**config.mk**
```make
export PLATFORM = sky130hd
export DESIGN_NAME = sbcp_top
export DESIGN_NICKNAME = d
export VERILOG_FILES = /design/src/hw/sbcp_pkg.sv /design/src/hw/sbcp_top.sv
export VERILOG_INCLUDE_DIRS = /design/src /design/src/hw
export SDC_FILE = /design/constraint.sdc
export NUM_CORES = 2
export LEC_CHECK = 0
export BUFFER_PORTS_ARGS = -buffer_cell sky130_fd_sc_hd__buf_2
export CAP_MARGIN = 30
export CORE_ASPECT_RATIO = 1.75
export CORE_MARGIN = 3
export CORE_UTILIZATION = 45
export DETAILED_ROUTE_END_ITERATION = 8
export GPL_TIMING_DRIVEN = 0
export SETUP_SLACK_MARGIN = 0.02
export SKIP_CTS_REPAIR_TIMING = 1
export SLEW_MARGIN = 5
export SYNTH_ARGS = -nofsm -noshare
export SYNTH_HDL_FRONTEND = slang
export SYNTH_SLANG_ARGS = --single-unit
```
**constraint.sdc**
```tcl
create_clock -name ref_clk_in -period 6 [get_ports ref_clk_in]
set_input_delay 0.6 -clock ref_clk_in [delete_from_list [all_inputs] [get_ports ref_clk_in]]
set_output_delay 0.6 -clock ref_clk_in [all_outputs]
set_load 0.05 [all_outputs]
```
**src/hw/sbcp_params.svh**
```systemverilog
`ifndef SBCP_PARAMS_SVH
`define SBCP_PARAMS_SVH

// =========================================
// Widths
`define SBCP_AW         14
`define SBCP_RW         14
`define SBCP_DW         16
`define SBCP_MW         2
`define SBCP_CW         6
`define SBCP_TW         8
`define SBCP_KW         10
`define SBCP_NB         8

// =========================================
// Address fields
`define SBCP_A_AP       10
`define SBCP_A_BL       12

// =========================================
// Timing
`define SBCP_CLK_PS     4000
`define SBCP_TRP_PS     15000
`define SBCP_REFRESH_CYCLE_TIME_PS    160000
`define SBCP_TRP_CYC    ((`SBCP_TRP_PS + `SBCP_CLK_PS - 1) / `SBCP_CLK_PS)
`define SBCP_REFRESH_CYCLE_TIME_CYC   ((`SBCP_REFRESH_CYCLE_TIME_PS + `SBCP_CLK_PS - 1) / `SBCP_CLK_PS)
`define SBCP_ZQINIT_CYC 512
`define SBCP_ZQOPER_CYC 256
`define SBCP_SHORT_IMPEDANCE_CALIBRATION_CYC   64
`define SBCP_LAST_BL8   3'h7
`define SBCP_LAST_BC4   3'h3
`define SBCP_CODE_RST   6'h20

`endif

```
**src/hw/sbcp_pkg.sv**
```systemverilog
`include "sbcp_params.svh"

package sbcp_pkg;

    // =========================================
    // Bundles
    typedef struct packed {
        logic                 cs_n;
        logic                 ras_n;
        logic                 cas_n;
        logic                 we_n;
        logic                 cke;
        logic [2:0]           ba;
        logic [`SBCP_AW-1:0]  addr;
    } sbcp_pins_type;

    typedef struct packed {
        logic                 valid;
        logic [`SBCP_MW-1:0]  mask;
        logic [`SBCP_DW-1:0]  data;
    } sbcp_beat_type;

    typedef enum logic [1:0] {SBCP_B_IDLE, SBCP_B_READ, SBCP_B_WRITE} sbcp_burst_type;
    typedef enum logic [1:0] {SBCP_C_IDLE, SBCP_C_LONG, SBCP_C_SHORT} sbcp_cal_type;

    // =========================================
    // Complete block state
    typedef struct packed {
        sbcp_pins_type                              p1;
        sbcp_pins_type                              p2;
        sbcp_beat_type                              w1;
        sbcp_beat_type                              w2;
        logic [`SBCP_CW-1:0]                        t1;
        logic [`SBCP_CW-1:0]                        t2;
        logic [`SBCP_CW-1:0]                        t3;
        logic [`SBCP_CW-1:0]                        tq;
        logic                                       cke_prev;
        logic [`SBCP_NB-1:0]                        bopen;
        logic [`SBCP_NB-1:0][`SBCP_RW-1:0]          brow;
        logic [`SBCP_NB-1:0][`SBCP_TW-1:0]          tpre;
        sbcp_burst_type                             bst;
        logic [2:0]                                 bbank;
        logic [2:0]                                 bstart;
        logic [2:0]                                 bbeat;
        logic [2:0]                                 blast;
        logic                                       bap;
        logic [`SBCP_NB*8-1:0][`SBCP_DW-1:0]        mem;
        sbcp_cal_type                               cst;
        logic [`SBCP_KW-1:0]                        ccnt;
        logic [`SBCP_CW-1:0]                        ron;
        logic [`SBCP_CW-1:0]                        odt;
        logic [`SBCP_RW-1:0]                        rrow;
        logic [`SBCP_TW-1:0]                        rcnt;
        logic [1:0]                                 fv;
        logic [1:0][`SBCP_DW-1:0]                   fd;
        logic                                       bact;
        logic                                       cbusy;
        logic                                       rbusy;
    } sbcp_state_type;

endpackage : sbcp_pkg

```
**src/hw/sbcp_top.sv**
```systemverilog
//
// Contract
// [RL1] Controller waits init or operational window after each long calibration.
// [RL2] Long calibration runs engine, then applies driver and termination codes.
// [RL3] Short calibration corrects a small error within 64 cycles.
// [RL4] Activate opens the addressed row in the selected bank until precharged.
// [RL5] Controller precharges a bank before activating another row there.
// [RL6] Read start column comes from A[2:0], ordered by length and type.
// [RL7] Bit ten high auto-closes the row after the burst; low keeps it open.
// [RL8] With on-the-fly enabled, bit twelve low chops to four, high gives eight.
// [RL9] A read burst always runs to completion; nobody interrupts it.
// [RL10] Read is select low, row high, column low, write high, clock enable high.
// [RL11] Write is select low, row high, column low, write low, clock enable high.
// [RL12] Masked-low bytes are stored; masked-high bytes leave memory unchanged.
// [RL13] Precharge with bit ten closes all banks, else only the selected bank.
// [RL14] Controller may access other banks during auto precharge without conflict.
// [RL15] Precharge to idle or closing bank is a no-op but restarts its timer.
// [RL16] Refresh uses an internal row counter and ignores the address inputs.
// [RL17] Controller refreshes at least every average refresh interval on average.
// [RL18] After refresh only no-operation or deselect until refresh cycle time.
// [RL19] Controller postpones at most eight refreshes, gap at most nine intervals.
// [RL20] Postponed refreshes around self refresh total at most eight.
// [RL21] Controller issues at most 16 refreshes in two average intervals.
// [RL22] Clock enable high for precharge, activate, refresh; close banks first.
// [RL23] Commands decode from the control pins sampled on the rising edge.
// [RL24] Chip select high takes no command; running operations continue.
// [RL25] Activate, precharge, refresh, calibration use the standard encodings.
//
`include "sbcp_params.svh"

module sbcp_top (
    input  wire logic                     ref_clk_in,
    input  wire logic                     srst_in,
    input  sbcp_pkg::sbcp_pins_type       pins_in,
    input  sbcp_pkg::sbcp_beat_type       wbeat_in,
    input  wire logic [`SBCP_CW-1:0]      cal_target_in,
    input  wire logic                     init_done_in,
    input  wire logic                     otf_enable_in,
    input  wire logic                     fixed_chop_in,
    input  wire logic                     interleave_in,
    input  wire logic                     rready_in,
    output logic                          rvalid_out,
    output logic [`SBCP_DW-1:0]           rdata_out,
    output logic [`SBCP_NB-1:0]           bank_open_out,
    output logic                          burst_active_out,
    output logic                          cal_busy_out,
    output logic [`SBCP_CW-1:0]           ron_code_out,
    output logic [`SBCP_CW-1:0]           odt_code_out,
    output logic                          refresh_busy_out,
    output logic [`SBCP_RW-1:0]           refresh_row_out
);
    import sbcp_pkg::*;

    // =========================================
    // Helpers
    function automatic logic [2:0] burst_col(input logic [2:0] start,
                                             input logic [2:0] beat,
                                             input logic       ilv);
        logic [2:0] c;
        c = start ^ beat;
        if (!ilv) begin
            c = {start[2] ^ beat[2], 2'(start[1:0] + beat[1:0])};
        end
        return c;
    endfunction : burst_col

    function automatic logic [`SBCP_CW-1:0] step_to(input logic [`SBCP_CW-1:0] cur,
                                                    input logic [`SBCP_CW-1:0] tgt);
        logic [`SBCP_CW-1:0] v;
        v = cur;
        if (cur < tgt) begin
            v = cur + `SBCP_CW'h1;
        end else if (cur > tgt) begin
            v = cur - `SBCP_CW'h1;
        end
        return v;
    endfunction : step_to

    // =========================================
    // State
    sbcp_state_type st_r;
    sbcp_state_type st_nxt;

    logic                cmd_ok;
    logic                is_act;
    logic                is_rdwr;
    logic                is_pre;
    logic                is_ref;
    logic                is_zq;
    logic [1:0]          fv_pop;
    logic [2:0]          col;
    logic [5:0]          widx;
    logic                beat_go;
    logic [`SBCP_DW-1:0] wmerge;

    always_comb begin
        st_nxt  = st_r;
        cmd_ok  = 1'b0;
        is_act  = 1'b0;
        is_rdwr = 1'b0;
        is_pre  = 1'b0;
        is_ref  = 1'b0;
        is_zq   = 1'b0;
        col     = 3'h0;
        widx    = 6'h00;
        beat_go = 1'b0;
        wmerge  = '0;

        // =========================================
        // Pin synchronisers
        st_nxt.p1 = pins_in;
        st_nxt.p2 = st_r.p1;
        st_nxt.w1 = wbeat_in;
        st_nxt.w2 = st_r.w1;
        st_nxt.t1 = cal_target_in;
        st_nxt.t2 = st_r.t1;
        st_nxt.t3 = st_r.t2;
        if (st_r.t2 == st_r.t3) begin
            st_nxt.tq = st_r.t2;
        end
        st_nxt.cke_prev = st_r.p2.cke;

        // =========================================
        // Command decode
        cmd_ok  = st_r.cke_prev && st_r.p2.cke && !st_r.p2.cs_n; // RL23 RL24
        is_act  = cmd_ok && !st_r.p2.ras_n && st_r.p2.cas_n && st_r.p2.we_n; // RL25
        is_rdwr = cmd_ok && st_r.p2.ras_n && !st_r.p2.cas_n; // RL10 RL11
        is_pre  = cmd_ok && !st_r.p2.ras_n && st_r.p2.cas_n && !st_r.p2.we_n; // RL25
        is_ref  = cmd_ok && !st_r.p2.ras_n && !st_r.p2.cas_n && st_r.p2.we_n; // RL25
        is_zq   = cmd_ok && st_r.p2.ras_n && st_r.p2.cas_n && !st_r.p2.we_n; // RL25

        // =========================================
        // Precharge timers
        for (int b = 0; b < `SBCP_NB; b++) begin
            if (st_r.tpre[b] != '0) begin
                st_nxt.tpre[b] = st_r.tpre[b] - `SBCP_TW'h1;
            end
        end

        if (is_act) begin
            st_nxt.bopen[st_r.p2.ba] = 1'b1; // RL4
            st_nxt.brow[st_r.p2.ba]  = st_r.p2.addr[`SBCP_RW-1:0]; // RL4
        end

        if (is_pre) begin
            for (int b = 0; b < `SBCP_NB; b++) begin
                if (st_r.p2.addr[`SBCP_A_AP] || st_r.p2.ba == 3'(b)) begin // RL13
                    st_nxt.bopen[b] = 1'b0;
                    st_nxt.tpre[b]  = `SBCP_TW'(`SBCP_TRP_CYC); // RL15
                end
            end
        end

        // =========================================
        // Refresh
        if (st_r.rcnt != '0) begin
            st_nxt.rcnt = st_r.rcnt - `SBCP_TW'h1;
        end
        if (is_ref) begin
            st_nxt.rrow = st_r.rrow + `SBCP_RW'h1; // RL16
            st_nxt.rcnt = `SBCP_TW'(`SBCP_REFRESH_CYCLE_TIME_CYC);
        end

        // =========================================
        // Calibration engine
        if (is_zq && st_r.cst == SBCP_C_IDLE) begin
            if (st_r.p2.addr[`SBCP_A_AP]) begin
                st_nxt.cst  = SBCP_C_LONG; // RL2
                st_nxt.ccnt = init_done_in ? `SBCP_KW'(`SBCP_ZQOPER_CYC)
                                           : `SBCP_KW'(`SBCP_ZQINIT_CYC);
            end else begin
                st_nxt.cst  = SBCP_C_SHORT;
                st_nxt.ccnt = `SBCP_KW'(`SBCP_SHORT_IMPEDANCE_CALIBRATION_CYC); // RL3
            end
        end
        case (st_r.cst)
            SBCP_C_IDLE: begin
            end
            SBCP_C_LONG: begin
                st_nxt.ccnt = st_r.ccnt - `SBCP_KW'h1;
                if (st_r.ccnt == `SBCP_KW'h1) begin
                    st_nxt.ron = st_r.tq; // RL2
                    st_nxt.odt = st_r.tq; // RL2
                    st_nxt.cst = SBCP_C_IDLE;
                end
            end
            SBCP_C_SHORT: begin
                st_nxt.ccnt = st_r.ccnt - `SBCP_KW'h1;
                if (st_r.ccnt == `SBCP_KW'h1) begin
                    st_nxt.ron = step_to(st_r.ron, st_r.tq); // RL3
                    st_nxt.odt = step_to(st_r.odt, st_r.tq); // RL3
                    st_nxt.cst = SBCP_C_IDLE;
                end
            end
            default: begin
                st_nxt.cst = SBCP_C_IDLE;
            end
        endcase

        // =========================================
        // Read buffer drain
        fv_pop = st_r.fv;
        if (st_r.fv[0] && rready_in) begin
            st_nxt.fd[0] = st_r.fd[1];
            fv_pop       = {1'b0, st_r.fv[1]};
        end
        st_nxt.fv = fv_pop;

        // =========================================
        // Burst engine
        col  = burst_col(st_r.bstart, st_r.bbeat, interleave_in); // RL6
        widx = {st_r.bbank, col};
        case (st_r.bst)
            SBCP_B_IDLE: begin
                if (is_rdwr) begin
                    st_nxt.bst    = st_r.p2.we_n ? SBCP_B_READ : SBCP_B_WRITE; // RL10 RL11
                    st_nxt.bbank  = st_r.p2.ba;
                    st_nxt.bstart = st_r.p2.addr[2:0]; // RL6
                    st_nxt.bbeat  = 3'h0;
                    st_nxt.bap    = st_r.p2.addr[`SBCP_A_AP]; // RL7
                    st_nxt.blast  = `SBCP_LAST_BL8;
                    if (otf_enable_in ? !st_r.p2.addr[`SBCP_A_BL] : fixed_chop_in) begin // RL8
                        st_nxt.blast = `SBCP_LAST_BC4;
                    end
                end
            end
            SBCP_B_READ: begin
                if (!fv_pop[1]) begin
                    beat_go = 1'b1; // RL9
                    if (fv_pop[0]) begin
                        st_nxt.fd[1] = st_r.mem[widx];
                        st_nxt.fv    = 2'b11;
                    end else begin
                        st_nxt.fd[0] = st_r.mem[widx];
                        st_nxt.fv    = 2'b01;
                    end
                end
            end
            SBCP_B_WRITE: begin
                if (st_r.w2.valid) begin
                    beat_go = 1'b1;
                    wmerge  = st_r.mem[widx];
                    for (int m = 0; m < `SBCP_MW; m++) begin
                        if (!st_r.w2.mask[m]) begin
                            wmerge[m*8 +: 8] = st_r.w2.data[m*8 +: 8]; // RL12
                        end
                    end
                    st_nxt.mem[widx] = wmerge;
                end
            end
            default: begin
                st_nxt.bst = SBCP_B_IDLE;
            end
        endcase

        if (beat_go) begin
            st_nxt.bbeat = st_r.bbeat + 3'h1;
            if (st_r.bbeat == st_r.blast) begin
                st_nxt.bst = SBCP_B_IDLE;
                if (st_r.bap) begin
                    if (!(is_act && st_r.p2.ba == st_r.bbank)) begin
                        st_nxt.bopen[st_r.bbank] = 1'b0; // RL7
                    end
                    st_nxt.tpre[st_r.bbank]  = `SBCP_TW'(`SBCP_TRP_CYC);
                end
            end
        end

        // =========================================
        // Registered status flags
        st_nxt.bact  = st_nxt.bst != SBCP_B_IDLE;
        st_nxt.cbusy = st_nxt.cst != SBCP_C_IDLE;
        st_nxt.rbusy = st_nxt.rcnt != '0;

        if (srst_in) begin
            st_nxt       = '0;
            st_nxt.p1    = '1;
            st_nxt.p2    = '1;
            st_nxt.ron   = `SBCP_CODE_RST;
            st_nxt.odt   = `SBCP_CODE_RST;
            st_nxt.bst   = SBCP_B_IDLE;
            st_nxt.cst   = SBCP_C_IDLE;
            st_nxt.blast = `SBCP_LAST_BL8;
        end
    end

    always_ff @(posedge ref_clk_in) begin
        st_r <= st_nxt;
    end

    // =========================================
    // Outputs
    assign rvalid_out       = st_r.fv[0];
    assign rdata_out        = st_r.fd[0];
    assign bank_open_out    = st_r.bopen;
    assign burst_active_out = st_r.bact;
    assign cal_busy_out     = st_r.cbusy;
    assign ron_code_out     = st_r.ron;
    assign odt_code_out     = st_r.odt;
    assign refresh_busy_out = st_r.rbusy;
    assign refresh_row_out  = st_r.rrow;

endmodule : sbcp_top

```
==> results of run 1 <==
-- logic make-up after synthesis --
| logic type | Yosys count |
|---|---|
| simple gates | 2411 |
| compound gates | 2201 |
| flops | 1217 |
| buf+inv | 910 |
| mux | 272 |
| xor+xnor | 39 |
| fa+ha+maj | 36 |
-- metrics by stage --
| stage | cells | TNS (ps) | instance area (um^2) | hold slack [ps] |
|---|---|---|---|---|
| floorplan | 7086 | 0 | 59700 | 389 |
| detailed placement | 9006 | -35870 | 64200 | 397 |
| CTS | 9222 | -36060 | 68300 | -13.9 |
| global placement | 8874 | -495380 | 62300 | 400 |
-- layer usage --
layer  overflow  track usage (%)
met1          3             69.2
met2         74             87.3
met5          0             23.3
met4         63             74.0
met3          2             53.0
==> metrics.txt, run 1 <==
TritonCTS Buffers roughly 110; global routing usage summed across all routing layers 70.3%; Synth cell types about 70; mux cell area share after synthesis about 9.8%; prevailing post-synth register cell sky130_fd_sc_hd__dfxtp_1; Max clock buf depth 3; outcome stopped before the end; most repeated cell in the gate-level netlist after synthesis sky130_fd_sc_hd__dfxtp_1; synth warn 0; fraction of synthesized cell area taken by the top area cell type just over 40%; gate count after technology mapping 7086; Num Clock Sinks about 1.2k; pin count of the biggest net entering global routing 18; final weighted congestion of routability-driven global placement ~1.2; number of global-route vias before repair approximately 72k; post-synth design cell area roughly 0.06 mm^2; grt ovf around 140; post-placement worst setup slack -657 ps; largest area contributor in the synthesized netlist sky130_fd_sc_hd__dfxtp_1; largest cells by area after synthesis sky130_fd_sc_hd__dfxtp_1 (41%), sky130_fd_sc_hd__mux4_2 (9.5%), sky130_fd_sc_hd__a21oi_1 (7.7%); Die Width roughly 280 um; Site Rows around 180; number of nets produced by synthesis roughly 7.2k; number of flops mapped to enable cells by yosys 0; main combinational cell family by area after synthesis compound AO/OA/AOI/OAI gates; Compound-Gate Fraction of Synth Area a little under a quarter; error msg [ERROR GRT-0116] Global routing finished with congestion. Check the congestion regions in the DRC Viewer.; top-level I/O count around 110; wire length of the first global-routing pass ~670 mm; top cells by instance count after synthesis sky130_fd_sc_hd__dfxtp_1 (1217), sky130_fd_sc_hd__nand2_1 (1117), sky130_fd_sc_hd__a21oi_1 (921); sum of net half-perimeters after detailed placement around 330 mm; FF+latch count, synth between 1k and 1.5k; CTS root buf sky130_fd_sc_hd__clkbuf_16; simple-gate area share of the yosys netlist 17.5%; Mean Syn Cell Area 8.43 um^2; H-tree depth reported by CTS 3; adder and majority cell fraction of the synthesized area less than 1%; sequential share of the synthesized area about two fifths; asr flop ratio synth 0%; Die H ~490 um; step where the flow halted global routing; number of buffers inserted by port buffering slightly below 100; fraction of synthesized cell area in xor and xnor cells 0.584%; starting density of the core a little under half
==> run 2: changes to the inputs <==
--- a/config.mk
+++ b/config.mk
@@ -8,12 +8,11 @@
 export LEC_CHECK = 0
 export BUFFER_PORTS_ARGS = -buffer_cell sky130_fd_sc_hd__buf_2
 export CAP_MARGIN = 30
-export CORE_ASPECT_RATIO = 1.75
 export CORE_MARGIN = 3
-export CORE_UTILIZATION = 45
+export CORE_UTILIZATION = 30
 export DETAILED_ROUTE_END_ITERATION = 8
 export GPL_TIMING_DRIVEN = 0
-export SETUP_SLACK_MARGIN = 0.02
+export PLACE_DENSITY_LB_ADDON = 0.15
 export SKIP_CTS_REPAIR_TIMING = 1
 export SLEW_MARGIN = 5
 export SYNTH_ARGS = -nofsm -noshare
==> run 2 against run 1 <==
The flow now finishes, with violations (hold timing, setup timing); synthesized cell count did not move; area after synthesis did not move.
==> metrics.txt, run 2 <==
slew at the pin closest to its max-slew limit 1180 ps; Fin Hold WS -46.0 ps; commonest cells after routing, fill and taps aside sky130_fd_sc_hd__dfxtp_1 (1217), sky130_fd_sc_hd__nand2_1 (1116), sky130_fd_sc_hd__a21oi_1 (921); total wire length around 480 mm; Total Power 0.0193 W; Top reg by flops st_r; ordered cell list for the critical path buf_4 > xnor2_1 > buf_6 > buf_6 > buf_2 > mux4_2 > nand3_1 > nand4_1 > clkbuf_1 > nor2_1 > a221oi_1; most repeated cell in the gate-level netlist after synthesis sky130_fd_sc_hd__dfxtp_1; required time worst endpoint around 6700 ps; Reg2Reg Launch Point st_r[1113]; area overhead of the layout relative to synthesis 21.0%; failing checks hold timing, setup timing; global routing usage summed across all routing layers 45.8%; startpoint-to-endpoint class of the critical path reg2reg; grt ovf 0; antenna violations before repair 72; TritonCTS Buffers 150 (+32%); clock-pin slew on the worst setup and hold paths 60 ps; Final min period approximately 6300 ps; top cells by instance count after synthesis sky130_fd_sc_hd__dfxtp_1 (1217), sky130_fd_sc_hd__nand2_1 (1117), sky130_fd_sc_hd__a21oi_1 (921); kind of start point of the critical path register; fraction of synthesized cell area in xor and xnor cells 0.584% (unchanged); starting density of the core 30.2% (-15 points); worst rel slew slack a little over a fifth; Mean Syn Cell Area 8.43 um^2 (unchanged); Power per Cell Area 268 mW/mm^2; Max clock buf depth 3 (unchanged); most common library cell in the layout ignoring fill and taps sky130_fd_sc_hd__dfxtp_1; capture point of the worst reg-to-reg path rdata_out[12]; setup clock skew after layout around 55 ps; leakage power between 20 and 25 nW; ratio of cells with drive above 1 in the final layout between 15 and 20%; max-cap check violation count 0; slowest stage cell on the critical path sky130_fd_sc_hd__nor2_1; largest cells by area after synthesis sky130_fd_sc_hd__dfxtp_1 (41%), sky130_fd_sc_hd__mux4_2 (9.5%), sky130_fd_sc_hd__a21oi_1 (7.7%); sum of net half-perimeters after detailed placement 370 mm (+11%); TritonCTS clock tree built; H-tree depth reported by CTS 4 (+1); post-synth design cell area 0.0597 mm^2 (unchanged); Num Clock Sinks 1217 (unchanged); Crit. path cell count 11; maximum fanout count along the critical path 10; number of flip-flops under the largest register name roughly 1.2k; Peak Freq between 150 and 200 MHz; number of buffers inserted by port buffering 97 (unchanged); sequential share of the synthesized area 40.8% (unchanged); most prevalent standard cell on the critical path sky130_fd_sc_hd__buf_6; top-level I/O count 108 (unchanged); insertion delay of the later-clocked pin in the worst-skew pair 900 ps; Setup WS post-layout -314 ps; placed standard-cell area 0.0662 mm^2 (+3.2%); Avg WL per Cell around 47 um; number of global-route vias before repair 60.3k; Die Width 452 um (+61%); kind of cell adding the most delay to the critical path buffers and inverters; main combinational cell family by area after synthesis compound AO/OA/AOI/OAI gates; Compound-Gate Fraction of Synth Area 23.8% (unchanged); count of buffer and inverter cells on the critical path 5; filler cell count in the final layout roughly 21k; largest area contributor in the synthesized netlist sky130_fd_sc_hd__dfxtp_1; final number of setup-violating endpoints 173; area taken by multi-input logic gates approximately 0.032 mm^2; Data arrival, critical path between 6000 and 7000 ps; setup TNS after final layout -14140 ps; Slew Viols, Final 0; gate count after technology mapping 7086 (unchanged); Synth cell types 71 (unchanged); mux cell area share after synthesis 9.85% (unchanged); crit end category register; pin count of the biggest net entering global routing 17; worst vdd rail ir drop 0.293 mV; outcome finished with violations; longest individual stage delay on the worst path 930 ps; Die H 452 um (-7.3%); vias per std cell between 6 and 7; ANT nets after route 0; prevailing post-synth register cell sky130_fd_sc_hd__dfxtp_1; final standard cell area without fillers 0.0723 mm^2; final weighted congestion of routability-driven global placement 1.06 (-13%); number of violations reported at the end of detailed-routing iteration 0 approximately 11k; die area 0.204 mm^2; number of flops mapped to enable cells by yosys 0 (unchanged); via count of the routed design around 68k; asr flop ratio synth 0% (unchanged); sequential cell area in the final layout 0.0244 mm^2; adder and majority cell fraction of the synthesized area 0.779% (unchanged); drc violations 0; worst r2r path cells 11; Setup crit end rdata_out[12]; Site Rows 163 (-7.4%); placeable core region between 0.15 and 0.2 mm^2; simple-gate area share of the yosys netlist 17.5% (unchanged); Hold WC Path Type in2reg; reg2reg setup slack -310 ps; synth warn 0 (unchanged); Pre-Repair DR Iteration Count 7; FF+latch count, synth 1217 (unchanged); CTS root buf sky130_fd_sc_hd__clkbuf_16; number of nets produced by synthesis 7176 (unchanged); final hold violation count 7; final worst-path cycle share 105%; total number of nets in the final design approximately 7.7k; post-placement worst setup slack -1480 ps (-821 ps); Worst setup startpoint st_r[1113]; fraction of synthesized cell area taken by the top area cell type 40.8% (unchanged); wire length of the first global-routing pass between 600 and 700 mm
==> run 2: layout make-up <==
| type | instances | share of cell area [%] |
|---|---|---|
| repair buffers | 335 | 5.01 |
| inverters | 35 | 0.182 |
| diodes | 37 | 0.128 |
| clock inverters | 49 | 1.10 |
| flip-flops and latches | 1217 | 33.7 |
| clock buffers | 218 | 6.06 |
| well taps | 2640 | 4.57 |
| multi-input cells | 4959 | 43.7 |
| plain buffers | 875 | 5.55 |
==> run 2: power by group <==
part / leakage, nW / switching [W] / total [W] / internal, W
registers: 9.82 / 0.0000428 / 0.00818 / 0.00814
clock network: 2.53 / 0.00421 / 0.00985 / 0.00564
logic: 11.5 / 0.00102 / 0.00131 / 0.000290
total: 23.8 / 0.00527 / 0.0193 / 0.0141
==> run 2: worst register-to-register path, delay by kind of cell (launching register included) <==
kind            cells  cell delay, ps
flops               1             290
buf+inv             5            2510
xor+xnor            1             480
compound gates      1             230
simple gates        3            2150
mux                 1             460
==> run 2: worst min-delay path by stage <==
stage | startpoint | to | cells after the start
detailed placement | st_r[1409] | st_r[1387] | 1
floorplan | st_r[1391] | st_r[1369] | 1
global placement | st_r[1392] | st_r[1370] | 1
finish | wbeat_in[6] | st_r[1356] | 2
global route | cal_target_in[5] | st_r[1330] | 2
CTS | pins_in[12] | st_r[1403] | 2
==> run 2: cell families (layout without fill, tap and decap cells) <==
logic type,Yosys count,count (layout)
flops,1217,1217
mux,272,272
fa+ha+maj,36,36
xor+xnor,39,39
simple gates,2411,2411
other cells,0,37
compound gates,2201,2201
buf+inv,910,1512
==> run 2: through the flow <==
stage	cells	hold slack (ps)	util, %
after detailed placement	10016	394	33.5
after global placement	9823	392	32.1
final	10365	-46.0	36.6
after global routing	10334	-13.2	36.5
after floorplan	7086	389	-
after CTS	10283	-124	36.1
==> run 2: routing by layer <==
metal  wire length, um  track usage, %  vias up  part of all wire [%]
met5               181               0        -                 0.037
met4             45000            34.0       26                   9.3
met3             61500            16.8     1369                    13
met2            186000            61.5     5264                    38
met1            192000            59.5    34122                    40
li1                  -               -    26966                     -
Note: power is estimated with default switching activity, not from simulation.
